File: src/verilog/ptcc_pkg.sv
// Register map, field positions and timing constants for the time clock control block
package ptcc_pkg;
	localparam logic [15:0] ADDR_CTRL     = 16'h0500;
	localparam logic [15:0] ADDR_PHASE    = 16'h0502;
	localparam logic [15:0] ADDR_NS_HI    = 16'h0504;
	localparam logic [15:0] ADDR_NS_LO    = 16'h0506;
	localparam logic [15:0] ADDR_SEC_HI   = 16'h0508;
	localparam logic [15:0] ADDR_SEC_LO   = 16'h050A;
	localparam logic [15:0] ADDR_RATE_HI  = 16'h050C;
	localparam logic [15:0] ADDR_RATE_LO  = 16'h050E;

	localparam int BIT_FREQ_DIS  = 15;
	localparam int BIT_STEP      = 6;
	localparam int BIT_STEP_DIR  = 5;
	localparam int BIT_SNAP      = 4;
	localparam int BIT_LOAD      = 3;
	localparam int BIT_CONT_ADJ  = 2;
	localparam int BIT_ENABLE    = 1;
	localparam int BIT_RESET     = 0;
	localparam int BIT_RATE_SIGN = 15;
	localparam int BIT_TEMP_ADJ  = 14;
	localparam int RATE_HI_W     = 14;
	localparam int RATE_W        = 30;
	localparam int PHASE_W       = 3;

	localparam logic [2:0]  PHASE_MAX    = 3'h4;
	localparam logic [15:0] RESET_WORD   = 16'h0000;
	localparam logic [32:0] NS_PER_SEC   = 33'h0_3B9A_CA00;
	localparam int          REF_PERIOD_NS = 40;
	localparam int          SYS_PERIOD_NS = 20;
	localparam int          SYS_PER_TICK  = REF_PERIOD_NS / SYS_PERIOD_NS;
	localparam logic [31:0] NS_PER_TICK   = 32'(REF_PERIOD_NS);
endpackage

File: src/verilog/ptcc_time_clock_ctrl.sv
// Precision time clock with control, holding, step, load and rate adjustment registers
// Overview of operation
// - Setting bit 15 stops switch timers, shapers and policers from following clock rate corrections.
// - Writing 1 to bit 6 applies the held nanosecond value once to the clock, then the bit clears.
// - Bit 5 picks the step sign: 1 adds the held value, 0 subtracts it.
// - Writing 1 to bit 4 copies the clock into the nanosecond and second holding words and zeroes the phase word, then clears.
// - Writing 1 to bit 3 loads the clock from the holding words, then the bit clears.
// - While bit 2 is 1 the fractional rate value is applied to the clock on every 25 MHz cycle in which it advances.
// - Bit 1 lets the clock advance when 1 and stops it when 0, and resets to 0.
// - Writing 1 to bit 0 resets the clock, then the bit clears.
// - The rate sign bit adds the fractional rate when 1 and subtracts it when 0.
// - The 3-bit phase names one of five 8 ns sub-phases; values 5 to 7 are invalid.
// - The 32-bit nanosecond value is held as a high and a low 16-bit word.
// - The 32-bit seconds value is held as a high and a low 16-bit word.
`timescale 1ns/1ps
`default_nettype none
module ptcc_time_clock_ctrl (
	input  wire logic        ref_clk,
	input  wire logic        rstn,
	input  wire logic [15:0] reg_addr,
	input  wire logic [15:0] reg_wdata,
	input  wire logic        reg_wr,
	input  wire logic        reg_rd,
	output logic      [15:0] reg_rdata,
	output logic             reg_rdata_valid,
	output logic      [31:0] rtc_sec,
	output logic      [31:0] rtc_ns,
	output logic             rtc_tick,
	output logic             freq_corr_follow
);
	// Control bits
	logic freq_dis_ff, nxt_freq_dis;
	logic step_ff, nxt_step;
	logic step_dir_ff, nxt_step_dir;
	logic snap_ff, nxt_snap;
	logic load_ff, nxt_load;
	logic cont_adj_ff, nxt_cont_adj;
	logic enable_ff, nxt_enable;
	logic clr_ff, nxt_clr;
	// Holding and rate registers
	logic [2:0]  h_phase_ff, nxt_h_phase;
	logic [31:0] h_ns_ff, nxt_h_ns;
	logic [31:0] h_sec_ff, nxt_h_sec;
	logic        rate_sign_ff, nxt_rate_sign;
	logic        temp_adj_ff, nxt_temp_adj;
	logic [ptcc_pkg::RATE_W-1:0] rate_ff, nxt_rate;
	// Running clock
	logic [31:0] sec_ff, nxt_sec;
	logic [31:0] ns_ff, nxt_ns;
	logic [ptcc_pkg::RATE_W-1:0] frac_ff, nxt_frac;
	logic        div_ff, nxt_div;
	logic [15:0] rdata_ff, nxt_rdata;
	logic        rvalid_ff, nxt_rvalid;
	logic        tick_out_ff, nxt_tick_out;
	logic        follow_ff, nxt_follow;

	logic        tick;
	logic [ptcc_pkg::RATE_W:0] frac_sum;
	logic [ptcc_pkg::RATE_W:0] frac_diff;
	logic [31:0] adv_delta;
	logic [31:0] adv_sec, adv_ns, step_sec, step_ns;

	assign tick = div_ff == 1'b1;

	// Per-tick advance: nominal period plus one ns on fractional carry, minus one ns on borrow
	always_comb begin
		frac_sum  = {1'b0, frac_ff} + {1'b0, rate_ff};
		frac_diff = {1'b0, frac_ff} - {1'b0, rate_ff};
		adv_delta = ptcc_pkg::NS_PER_TICK;
		if (cont_adj_ff) begin
			if (rate_sign_ff && frac_sum[ptcc_pkg::RATE_W]) begin
				adv_delta = ptcc_pkg::NS_PER_TICK + 32'h0000_0001;
			end else if (!rate_sign_ff && frac_diff[ptcc_pkg::RATE_W]) begin
				adv_delta = ptcc_pkg::NS_PER_TICK - 32'h0000_0001;
			end
		end
	end

	ptcc_time_add u_adv (
		.sec_in  (sec_ff),
		.ns_in   (ns_ff),
		.delta   (adv_delta),
		.add     (1'b1),
		.sec_out (adv_sec),
		.ns_out  (adv_ns)
	);

	ptcc_time_add u_step (
		.sec_in  (sec_ff),
		.ns_in   (ns_ff),
		.delta   (h_ns_ff),
		.add     (step_dir_ff),
		.sec_out (step_sec),
		.ns_out  (step_ns)
	);

	// Register writes and reads
	always_comb begin
		nxt_freq_dis  = freq_dis_ff;
		nxt_step      = step_ff;
		nxt_step_dir  = step_dir_ff;
		nxt_snap      = snap_ff;
		nxt_load      = load_ff;
		nxt_cont_adj  = cont_adj_ff;
		nxt_enable    = enable_ff;
		nxt_clr       = clr_ff;
		nxt_h_phase   = h_phase_ff;
		nxt_h_ns      = h_ns_ff;
		nxt_h_sec     = h_sec_ff;
		nxt_rate_sign = rate_sign_ff;
		nxt_temp_adj  = temp_adj_ff;
		nxt_rate      = rate_ff;
		nxt_rdata     = rdata_ff;
		nxt_rvalid    = reg_rd;
		// Actions run on the next reference tick; a fresh write in that cycle re-arms
		if (tick) begin
			nxt_clr  = 1'b0;
			nxt_load = 1'b0;
			nxt_step = 1'b0;
			nxt_snap = 1'b0;
			if (snap_ff) begin
				nxt_h_phase = 3'h0;
				nxt_h_ns    = ns_ff;
				nxt_h_sec   = sec_ff;
			end
		end
		if (reg_wr) begin
			case (reg_addr)
				ptcc_pkg::ADDR_CTRL: begin
					nxt_freq_dis = reg_wdata[ptcc_pkg::BIT_FREQ_DIS];
					nxt_step_dir = reg_wdata[ptcc_pkg::BIT_STEP_DIR];
					nxt_cont_adj = reg_wdata[ptcc_pkg::BIT_CONT_ADJ];
					nxt_enable   = reg_wdata[ptcc_pkg::BIT_ENABLE];
					nxt_snap     = reg_wdata[ptcc_pkg::BIT_SNAP] | nxt_snap;
					nxt_load     = reg_wdata[ptcc_pkg::BIT_LOAD] | nxt_load;
					nxt_clr      = reg_wdata[ptcc_pkg::BIT_RESET] | nxt_clr;
					nxt_step     = reg_wdata[ptcc_pkg::BIT_STEP] | (tick ? 1'b0 : step_ff);
				end
				ptcc_pkg::ADDR_PHASE: begin
					if (reg_wdata[ptcc_pkg::PHASE_W-1:0] <= ptcc_pkg::PHASE_MAX) begin
						nxt_h_phase = reg_wdata[ptcc_pkg::PHASE_W-1:0];
					end
				end
				ptcc_pkg::ADDR_NS_HI:  nxt_h_ns[31:16]  = reg_wdata;
				ptcc_pkg::ADDR_NS_LO:  nxt_h_ns[15:0]   = reg_wdata;
				ptcc_pkg::ADDR_SEC_HI: nxt_h_sec[31:16] = reg_wdata;
				ptcc_pkg::ADDR_SEC_LO: nxt_h_sec[15:0]  = reg_wdata;
				ptcc_pkg::ADDR_RATE_HI: begin
					nxt_rate_sign = reg_wdata[ptcc_pkg::BIT_RATE_SIGN];
					nxt_temp_adj  = reg_wdata[ptcc_pkg::BIT_TEMP_ADJ];
					nxt_rate[ptcc_pkg::RATE_W-1:16] = reg_wdata[ptcc_pkg::RATE_HI_W-1:0];
				end
				ptcc_pkg::ADDR_RATE_LO: nxt_rate[15:0] = reg_wdata;
				default: ;
			endcase
		end
		if (reg_rd) begin
			nxt_rdata = ptcc_pkg::RESET_WORD;
			case (reg_addr)
				ptcc_pkg::ADDR_CTRL: begin
					nxt_rdata[ptcc_pkg::BIT_FREQ_DIS] = freq_dis_ff;
					nxt_rdata[ptcc_pkg::BIT_STEP]     = step_ff;
					nxt_rdata[ptcc_pkg::BIT_STEP_DIR] = step_dir_ff;
					nxt_rdata[ptcc_pkg::BIT_SNAP]     = snap_ff;
					nxt_rdata[ptcc_pkg::BIT_LOAD]     = load_ff;
					nxt_rdata[ptcc_pkg::BIT_CONT_ADJ] = cont_adj_ff;
					nxt_rdata[ptcc_pkg::BIT_ENABLE]   = enable_ff;
					nxt_rdata[ptcc_pkg::BIT_RESET]    = clr_ff;
				end
				ptcc_pkg::ADDR_PHASE:  nxt_rdata[ptcc_pkg::PHASE_W-1:0] = h_phase_ff;
				ptcc_pkg::ADDR_NS_HI:  nxt_rdata = h_ns_ff[31:16];
				ptcc_pkg::ADDR_NS_LO:  nxt_rdata = h_ns_ff[15:0];
				ptcc_pkg::ADDR_SEC_HI: nxt_rdata = h_sec_ff[31:16];
				ptcc_pkg::ADDR_SEC_LO: nxt_rdata = h_sec_ff[15:0];
				ptcc_pkg::ADDR_RATE_HI: begin
					nxt_rdata[ptcc_pkg::BIT_RATE_SIGN] = rate_sign_ff;
					nxt_rdata[ptcc_pkg::BIT_TEMP_ADJ]  = temp_adj_ff;
					nxt_rdata[ptcc_pkg::RATE_HI_W-1:0] = rate_ff[ptcc_pkg::RATE_W-1:16];
				end
				ptcc_pkg::ADDR_RATE_LO: nxt_rdata = rate_ff[15:0];
				default: nxt_rdata = ptcc_pkg::RESET_WORD;
			endcase
		end
	end

	// Running clock update, priority reset, load, step, then advance
	always_comb begin
		nxt_div      = ~div_ff;
		nxt_sec      = sec_ff;
		nxt_ns       = ns_ff;
		nxt_frac     = frac_ff;
		nxt_tick_out = tick & enable_ff;
		nxt_follow   = ~freq_dis_ff;
		if (tick) begin
			if (clr_ff) begin
				nxt_sec  = 32'h0000_0000;
				nxt_ns   = 32'h0000_0000;
				nxt_frac = '0;
			end else if (load_ff) begin
				nxt_sec = h_sec_ff;
				nxt_ns  = h_ns_ff;
			end else if (step_ff) begin
				nxt_sec = step_sec;
				nxt_ns  = step_ns;
			end else if (enable_ff) begin
				nxt_sec = adv_sec;
				nxt_ns  = adv_ns;
				if (cont_adj_ff) begin
					nxt_frac = rate_sign_ff ? frac_sum[ptcc_pkg::RATE_W-1:0]
						: frac_diff[ptcc_pkg::RATE_W-1:0];
				end
			end
		end
	end

	always_ff @(posedge ref_clk) begin
		if (!rstn) begin
			freq_dis_ff  <= 1'b0;
			step_ff      <= 1'b0;
			step_dir_ff  <= 1'b0;
			snap_ff      <= 1'b0;
			load_ff      <= 1'b0;
			cont_adj_ff  <= 1'b0;
			enable_ff    <= 1'b0;
			clr_ff       <= 1'b0;
			h_phase_ff   <= 3'h0;
			h_ns_ff      <= 32'h0000_0000;
			h_sec_ff     <= 32'h0000_0000;
			rate_sign_ff <= 1'b0;
			temp_adj_ff  <= 1'b0;
			rate_ff      <= '0;
			sec_ff       <= 32'h0000_0000;
			ns_ff        <= 32'h0000_0000;
			frac_ff      <= '0;
			div_ff       <= 1'b0;
			rdata_ff     <= ptcc_pkg::RESET_WORD;
			rvalid_ff    <= 1'b0;
			tick_out_ff  <= 1'b0;
			follow_ff    <= 1'b1;
		end else begin
			freq_dis_ff  <= nxt_freq_dis;
			step_ff      <= nxt_step;
			step_dir_ff  <= nxt_step_dir;
			snap_ff      <= nxt_snap;
			load_ff      <= nxt_load;
			cont_adj_ff  <= nxt_cont_adj;
			enable_ff    <= nxt_enable;
			clr_ff       <= nxt_clr;
			h_phase_ff   <= nxt_h_phase;
			h_ns_ff      <= nxt_h_ns;
			h_sec_ff     <= nxt_h_sec;
			rate_sign_ff <= nxt_rate_sign;
			temp_adj_ff  <= nxt_temp_adj;
			rate_ff      <= nxt_rate;
			sec_ff       <= nxt_sec;
			ns_ff        <= nxt_ns;
			frac_ff      <= nxt_frac;
			div_ff       <= nxt_div;
			rdata_ff     <= nxt_rdata;
			rvalid_ff    <= nxt_rvalid;
			tick_out_ff  <= nxt_tick_out;
			follow_ff    <= nxt_follow;
		end
	end

	assign reg_rdata        = rdata_ff;
	assign reg_rdata_valid  = rvalid_ff;
	assign rtc_sec          = sec_ff;
	assign rtc_ns           = ns_ff;
	assign rtc_tick         = tick_out_ff;
	assign freq_corr_follow = follow_ff;
endmodule
`default_nettype wire

File: src/verilog/ptcc_time_add.sv
// Adds or subtracts a nanosecond amount to a seconds and nanoseconds time value
`timescale 1ns/1ps
`default_nettype none
module ptcc_time_add (
	input  wire logic [31:0] sec_in,
	input  wire logic [31:0] ns_in,
	input  wire logic [31:0] delta,
	input  wire logic        add,
	output logic      [31:0] sec_out,
	output logic      [31:0] ns_out
);
	logic [32:0] sum;
	logic [32:0] diff;

	// Delta is assumed below one second, so one wrap is enough
	always_comb begin
		sum  = {1'b0, ns_in} + {1'b0, delta};
		diff = {1'b0, ns_in} - {1'b0, delta};
		if (add) begin
			if (sum >= ptcc_pkg::NS_PER_SEC) begin
				ns_out  = 32'(sum - ptcc_pkg::NS_PER_SEC);
				sec_out = sec_in + 32'h0000_0001;
			end else begin
				ns_out  = sum[31:0];
				sec_out = sec_in;
			end
		end else begin
			if (diff[32]) begin
				ns_out  = 32'(diff + ptcc_pkg::NS_PER_SEC);
				sec_out = sec_in - 32'h0000_0001;
			end else begin
				ns_out  = diff[31:0];
				sec_out = sec_in;
			end
		end
	end
endmodule
`default_nettype wire

File: config.mk
export PLATFORM = sky130hd
export DESIGN_NAME = ptcc_time_clock_ctrl
export DESIGN_NICKNAME = d
export VERILOG_FILES = /design/src/verilog/ptcc_pkg.sv /design/src/verilog/ptcc_time_clock_ctrl.sv /design/src/verilog/ptcc_time_add.sv
export SDC_FILE = /design/constraint.sdc
export NUM_CORES = 1
export LEC_CHECK = 0
export BUFFER_PORTS_ARGS = -buffer_cell sky130_fd_sc_hd__buf_2
export CAP_MARGIN = 20
export CORE_AREA = 4 4 359 220
export CTS_CLUSTER_SIZE = 28
export DETAILED_ROUTE_END_ITERATION = 6
export DIE_AREA = 0 0 363 224
export PLACE_DENSITY = 0.51
export SYNTH_ARGS = -nofsm -noshare
export SYNTH_HDL_FRONTEND = slang
export SYNTH_SLANG_ARGS = --single-unit
File: constraint.sdc
create_clock -name ref_clk -period 7.85 [get_ports ref_clk]
set_input_delay 0 -clock ref_clk [delete_from_list [all_inputs] [get_ports ref_clk]]
set_output_delay 0 -clock ref_clk [all_outputs]
set_load 0.02 [all_outputs]
==> results of run 1 <==
## worst paths after layout
kind / endpoint / cells after the start
worst max-delay path: rtc_sec[9]$_SDFFE_PN0P_ / 35
worst min-delay path: reg_rdata[0]$_SDFFE_PN0P_ / 6
worst max register to register: rtc_sec[9]$_SDFFE_PN0P_ / 35
worst min register to register: temp_adj_ff$_SDFFE_PN0P_ / 2
## final cells by class
cell class / count / area [um2] / share of cell area (%)
clock buffer: 35 / 744 / 3.20
tap: 1000 / 1250 / 5.37
inverter: 138 / 523 / 2.25
timing repair buffer: 216 / 1430 / 6.12
antenna: 1 / 2.50 / 0.0107
clock inverter: 12 / 188 / 0.806
sequential: 221 / 4430 / 19.0
multi-input combinational: 2219 / 14700 / 63.2
## flip-flops by register name, summed over array words and instances, names as in the netlist, 3 cells and up
register	flops
rate_ff	30
h_sec_ff	32
rtc_ns	32
h_ns_ff	32
frac_ff	30
rtc_sec	32
h_phase_ff	3
reg_rdata	16
## routing by layer
metal,vias up,global-route usage (%),routed length (um)
met5,-,1.15,130
met4,2,2.88,1270
met3,73,8.27,12500
met2,1159,25.8,31900
met1,10393,34.8,46000
li1,10233,-,-
## synthesized netlist by cell type (all sizes together) (39+ instances only)
cell type    n  area (um2)
a21oi      249        1250
ha         132        1650
clkbuf     150         564
inv        134         503
a211oi      93         708
mux2i       79         791
a221oi      39         342
xor2        57         499
o21ai      154         771
nand2      222         833
a31oi       53         362
dfxtp      221        4420
a22oi       48         360
nor2       304        1140
nand3       53         278
xnor2      111         972
nor3       108         556
## power by group
group | switching (mW) | internal [mW] | total, mW
Combinational | 0.0607 | 0.0193 | 0.0799
Clock | 0.562 | 0.801 | 1.36
Sequential | 0.00339 | 1.12 | 1.13
Total | 0.626 | 1.94 | 2.57
## what timing repair did
| item | CTS | global route |
|---|---|---|
| endpoints found under the setup margin | 0 | 55 |
| setup buffers | 0 | 1 |
| gates resized for setup | 0 | 12 |
| hold buffers | 19 | 0 |
| hold endpoints to repair | 128 | 0 |
## stage by stage
step / power [mW] / setup WS, ps
after global routing: 2.64 / 57.1
after floorplan: 1.18 / 1250
after global placement: 1.22 / 287
final: 2.57 / 452
after CTS: 2.59 / 79.3
after detailed placement: 1.22 / 134
## cell families after synthesis
logic type               after synthesis  synth area share [%]
flip-flops                           221                  21.8
AO/OA/AOI/OAI                        903                  30.3
XOR/XNOR                             168                  7.26
buffers and inverters                321                  6.15
adder cells (fa/ha/maj)              136                  8.54
AND/OR/NAND/NOR                      931                  22.0
multiplexers                          81                  4.01
## worst max-delay path: cells and delay by family (launching register included)
kind	cells	cell delay [ps]
DFF	1	340
and+or+nand+nor	9	1720
xor gates and xnor gates	1	100
AOI/OAI and AO/OA	18	3410
buffers and inverters	2	360
adders and majority gates	5	1350
==> results.sh, run 1 <==
export IMPL_status="complete, no violations"
export IMPL_cts_tree="done"
export IMPL_finClkSkew_ps=17.1
export IMPL_fin_util_pct=30.9
export IMPL_clock_latency_ps=580
export IMPL_fin_nets=2994
export IMPL_grt_overflow_total=0
export IMPL_maxCapViolCount=0
export IMPL_grt_pass1_wl_mm=133
export IMPL_endpoint_kind="flip-flop"
export IMPL_ir_drop_mv=0.142
export IMPL_gp_congestion=0.982
export IMPL_yosysUniqueCellTypes=103
export IMPL_synth_ff_type="dfxtp_1"
export IMPL_synth_edf_count=0
export IMPL_grt_max_degree=65
export IMPL_final_common_cell="nor2_1"
export IMPL_instances_no_fill=3842
export IMPL_rows=78
export IMPL_start_util_pct=26.9
export IMPL_hpwl_mm=70.8
export IMPL_slew_limit_headroom_pct=29.1
export IMPL_antenna_found_initial=1
export IMPL_numPortBuffers=118
export IMPL_period_share_pct=94.2
export IMPL_synth_avg_cell_area_um2=7.34
export IMPL_fin_tns_setup_ps=0
export IMPL_final_cell_mix="nor2_1, a21oi_1, nand2_1"
export IMPL_postPlaceCellArea_um2=22000
export IMPL_leakage_nw=9.23
export IMPL_cpPeakStageDelay_ps=420
export IMPL_syn_inst=2761
export IMPL_hold_slack_ps=49.4
export IMPL_placed_cells=3771
export IMPL_via_per_inst=5.69
export IMPL_first_pass_iters=6
export IMPL_syn_area_um2=20300
export IMPL_vias=21860
export IMPL_r2r_setup_slack_ps=450
export IMPL_grt_setup_unrepaired="no"
export IMPL_ys_ff_latch=221
export IMPL_grt_pass1_vias=19269
export IMPL_hp_start="reg_addr[0]"
export IMPL_yosysWarnings=0
export IMPL_clockBufferDepth=3
export IMPL_final_area_um2=23300
export IMPL_setup_viol=0
export IMPL_coreArea_um2=75200
export IMPL_clk_pin_slew_ps=70
export IMPL_hold_class="primary input to flip-flop"
export IMPL_period_needed_ps=7400
export IMPL_chipHeight_um=224
export IMPL_grt_usage_pct=21.5
export IMPL_async_reset_ff_share_pct=0
export IMPL_synthesis_nets=2933
export IMPL_drive_above_1_share_pct=11.3
export IMPL_drv_slew=0
export IMPL_reg2reg_from="rate_ff[0]$_SDFFE_PN0P_"
export IMPL_hold_viol=0
export IMPL_drt_wl_total_mm=91.8
export IMPL_worst_ep_required_time_ps=8340
export IMPL_cp_max_fo=10
export IMPL_die_w_um=363
export IMPL_wl_per_cell_um=23.9
export IMPL_path_common_cell="ha_1"
export IMPL_drc=0
export IMPL_worstMarginPinSlew_ps=1050
export IMPL_syn_to_final_growth_pct=14.8
export IMPL_cts_buffers=26
export IMPL_fmax_mhz=135
export IMPL_cp_start_kind="flip-flop"
export IMPL_htree_levels=1
export IMPL_postRouteAntennaNets=0
export IMPL_critPathSlowestCell="fa_1"
export IMPL_power_density_nw_per_um2=110
export IMPL_yosysSeqAreaShare_pct=21.8
export IMPL_dieArea_um2=81300
export IMPL_ios=119
export IMPL_nFillCells=8168
export IMPL_crit_start="rate_ff[0]$_SDFFE_PN0P_"
export IMPL_cp_data_arrival_time_ps=7890
export IMPL_clockRootBuffer="clkbuf_16"
export IMPL_critical_path_class="flip-flop to flip-flop"
export IMPL_drt_initial_drc_count=2829
export IMPL_cts_num_sinks=221
(Power assumes the default switching activity.)
==> run 2: changes to the inputs <==
- ABC_AREA: default -> 1
- CORE_AREA: 4 4 359 220 -> 4 4 376 230
- DIE_AREA: 0 0 363 224 -> 0 0 380 234
- PLACE_DENSITY: 0.51 -> 0.5
==> run 2 against run 1 <==
Die area rose by 9.4%. Largest cell class unchanged. First-iteration DRC count rose by 16%. Cell count rose by 27%. Sequential power barely moved. Area after synthesis rose by 9.8%. Clock-buffer cell count fell by 4. Non-clock buffer count fell by 43. Utilization fell by 0.91 points. Global-route usage rose by 1.6 points. Critical endpoint is now rtc_sec[6]$_SDFFE_PN0P_. Routed wire length rose by 19%. Register-to-register slack improved by 97 ps.
==> results.sh, run 2 <==
export IMPL_status="complete, no violations"
export IMPL_seqPwrFrac_pct=43.4
export IMPL_yosys_top_cells_count="nand2_1, inv_1, a21oi_1"
export IMPL_numPortBuffers=118
export IMPL_syn_to_final_growth_pct=11.8
export IMPL_wl_per_cell_um=22.5
export IMPL_grt_max_degree=91
export IMPL_clkPwrFrac_pct=52.7
export IMPL_hold_class="primary input to flip-flop"
export IMPL_clk_pin_slew_ps=70
export IMPL_coreArea_um2=82900
export IMPL_switching_share_pct=25.5
export IMPL_fin_nets=3935
export IMPL_cp_max_fo=16
export IMPL_ys_ff_latch=221
export IMPL_postPlaceCellArea_um2=23700
export IMPL_finClkSkew_ps=18.0
export IMPL_hold_viol=0
export IMPL_cts_buffers=24
export IMPL_synth_top_family_by_area="simple AND/OR/NAND/NOR gates"
export IMPL_synth_edf_count=0
export IMPL_synth_xor_area_share_pct=2.83
export IMPL_first_pass_iters=6
export IMPL_clockBufferDepth=3
export IMPL_htree_levels=1
export IMPL_leakage_nw=11.4
export IMPL_drt_initial_drc_count=3278
export IMPL_rows=82
export IMPL_postRouteAntennaNets=0
export IMPL_final_common_cell="nand2_1"
export IMPL_postCtsSetupBuffers=0
export IMPL_hold_slack_ps=95.2
export IMPL_p_switching_uw=661
export IMPL_grt_pass1_vias=22090
export IMPL_pwr_share_comb_pct=3.9
export IMPL_grt_overflow_total=0
export IMPL_start_util_pct=26.9
export IMPL_clock_latency_ps=590
export IMPL_chipHeight_um=234
export IMPL_syn_inst=3725
export IMPL_setup_viol=0
export IMPL_path_delay_family="simple AND/OR/NAND/NOR gates"
export IMPL_yosysSeqAreaShare_pct=19.9
export IMPL_endpoint_kind="flip-flop"
export IMPL_grt_usage_pct=23.1
export IMPL_cts_tree="done"
export IMPL_synthesis_nets=3897
export IMPL_power_density_nw_per_um2=104
export IMPL_syn_area_um2=22300
export IMPL_synth_simple_gate_area_share_pct=31.0
export IMPL_drc=0
export IMPL_via_per_inst=5.34
export IMPL_yosysUniqueCellTypes=66
export IMPL_period_needed_ps=7300
export IMPL_fmax_mhz=137
export IMPL_cp_data_arrival_time_ps=7780
export IMPL_synth_avg_cell_area_um2=5.98
export IMPL_yosysTopAreaCell="dfxtp_1"
export IMPL_synth_adder_area_share_pct=7.78
export IMPL_drv_slew=0
export IMPL_grt_setup_unrepaired="no"
export IMPL_cpPeakStageDelay_ps=600
export IMPL_r2r_setup_slack_ps=550
export IMPL_worstMarginPinSlew_ps=1280
export IMPL_synth_compound_area_share_pct=25.9
export IMPL_vias=26014
export IMPL_hpwl_mm=85.6
export IMPL_drt_wl_total_mm=110
export IMPL_yosysWarnings=0
export IMPL_cts_num_sinks=221
export IMPL_final_cell_mix="nand2_1, inv_1, a21oi_1"
export IMPL_path_common_cell="nand2_1"
export IMPL_fin_util_pct=30.0
export IMPL_final_area_um2=24900
export IMPL_drive_above_1_share_pct=9.18
export IMPL_cp_start_kind="flip-flop"
export IMPL_synth_most_common_cell="nand2_1"
export IMPL_nFillCells=9341
export IMPL_ir_drop_mv=0.158
export IMPL_p_total_mw=2.59
export IMPL_critical_path_class="flip-flop to flip-flop"
export IMPL_fin_tns_setup_ps=0
export IMPL_synth_mux_area_share_pct=0.0899
export IMPL_dieArea_um2=88900
export IMPL_cp_num_buf_inv=6
export IMPL_slew_limit_headroom_pct=13.9
export IMPL_die_w_um=380
export IMPL_internal_power_mw=1.93
export IMPL_ios=119
export IMPL_grt_pass1_wl_mm=155
export IMPL_gp_congestion=1.01
export IMPL_clockRootBuffer="clkbuf_16"
export IMPL_synth_top_area_share_pct=19.9
export IMPL_synth_ff_type="dfxtp_1"
export IMPL_critPathSlowestCell="nand3_2"
export IMPL_worst_ep_required_time_ps=8330
export IMPL_ys_top_cells_by_area="dfxtp_1, nand2_1, a21oi_1, inv_1, o21ai_0"
export IMPL_maxCapViolCount=0
export IMPL_antenna_found_initial=2
export IMPL_period_share_pct=93.0
export IMPL_async_reset_ff_share_pct=0
-- run 2: cell types whose count changed after synthesis, moves of 48 or more --
cell and change:
o21ai_0 +207, a211oi_1 -86, a22oi_1 -48, inv_1 +383
mux2i_1 -77, nand2_1 +610, xnor2_1 -111, a21oi_1 +148
nor3_1 -49, nand3_1 +225
-- run 2: logic make-up after synthesis --
group                    count (synthesis)
buffers and inverters                  696
adder cells (fa/ha/maj)                136
AO/OA/AOI/OAI                         1014
AND/OR/NAND/NOR                       1584
flip-flops                             221
XOR/XNOR                                72
multiplexers                             2
-- run 2: timing repair --
item                                   in CTS  in global routing
hold buffers                               22                  0
setup endpoints to repair                   0                 14
endpoints found under the hold margin      93                  0
gates resized for setup                     0                  0
-- run 2: path summary, 6_finish.rpt --
kind,start,cells past startpoint,end
worst max-delay path,rate_ff[3]$_SDFFE_PN0P_,41,rtc_sec[6]$_SDFFE_PN0P_
worst min-delay path,reg_addr[13],5,snap_ff$_SDFF_PN0_
worst max register to register,rate_ff[3]$_SDFFE_PN0P_,41,rtc_sec[6]$_SDFFE_PN0P_
worst min register to register,freq_dis_ff$_SDFFE_PN0P_,1,freq_corr_follow$_SDFF_PN1_
-- run 2: routing by layer --
metal	track usage (%)	vias to the layer above	routed length, um
met1	36.5	12056	54400
met2	28.0	1367	38100
li1	-	12487	-
met3	10.1	96	15400
met4	2.91	8	1360
met5	2.01	-	254
-- run 2: cell type report --
class                      instances  area, um2  area share (%)
inverter                         534       2000            8.05
clock inverter                    12        199           0.799
clock buffer                      31        688            2.76
timing repair buffer             173       1080            4.33
multi-input combinational       2809      15100            60.8
sequential                       221       4430            17.8
tap                             1092       1370            5.49
antenna                            3       7.51          0.0302
-- run 2: metrics by stage --
step                      setup slack [ps]  instances
after floorplan                       3030       3725
after global placement                 835       4804
after detailed placement               792       4804
after CTS                              774       4869
after global routing                  36.3       4874
final                                  549       4875
-- run 2: power groups by stage --
stage               registers [mW]  clock network (mW)  logic [mW]
CTS                           1.13                1.38      0.0984
detailed placement            1.15                   0      0.0904
floorplan                     1.15                   0      0.0389
global placement              1.15                   0      0.0900
finish                        1.13                1.37       0.102
global route                  1.12                1.42       0.105
-- run 2: worst min-delay path, cell delays in order --
cell and delay (ps):
buf_2 100, nor4_2 40, buf_4 180, nand4_1 200, o32ai_1 100
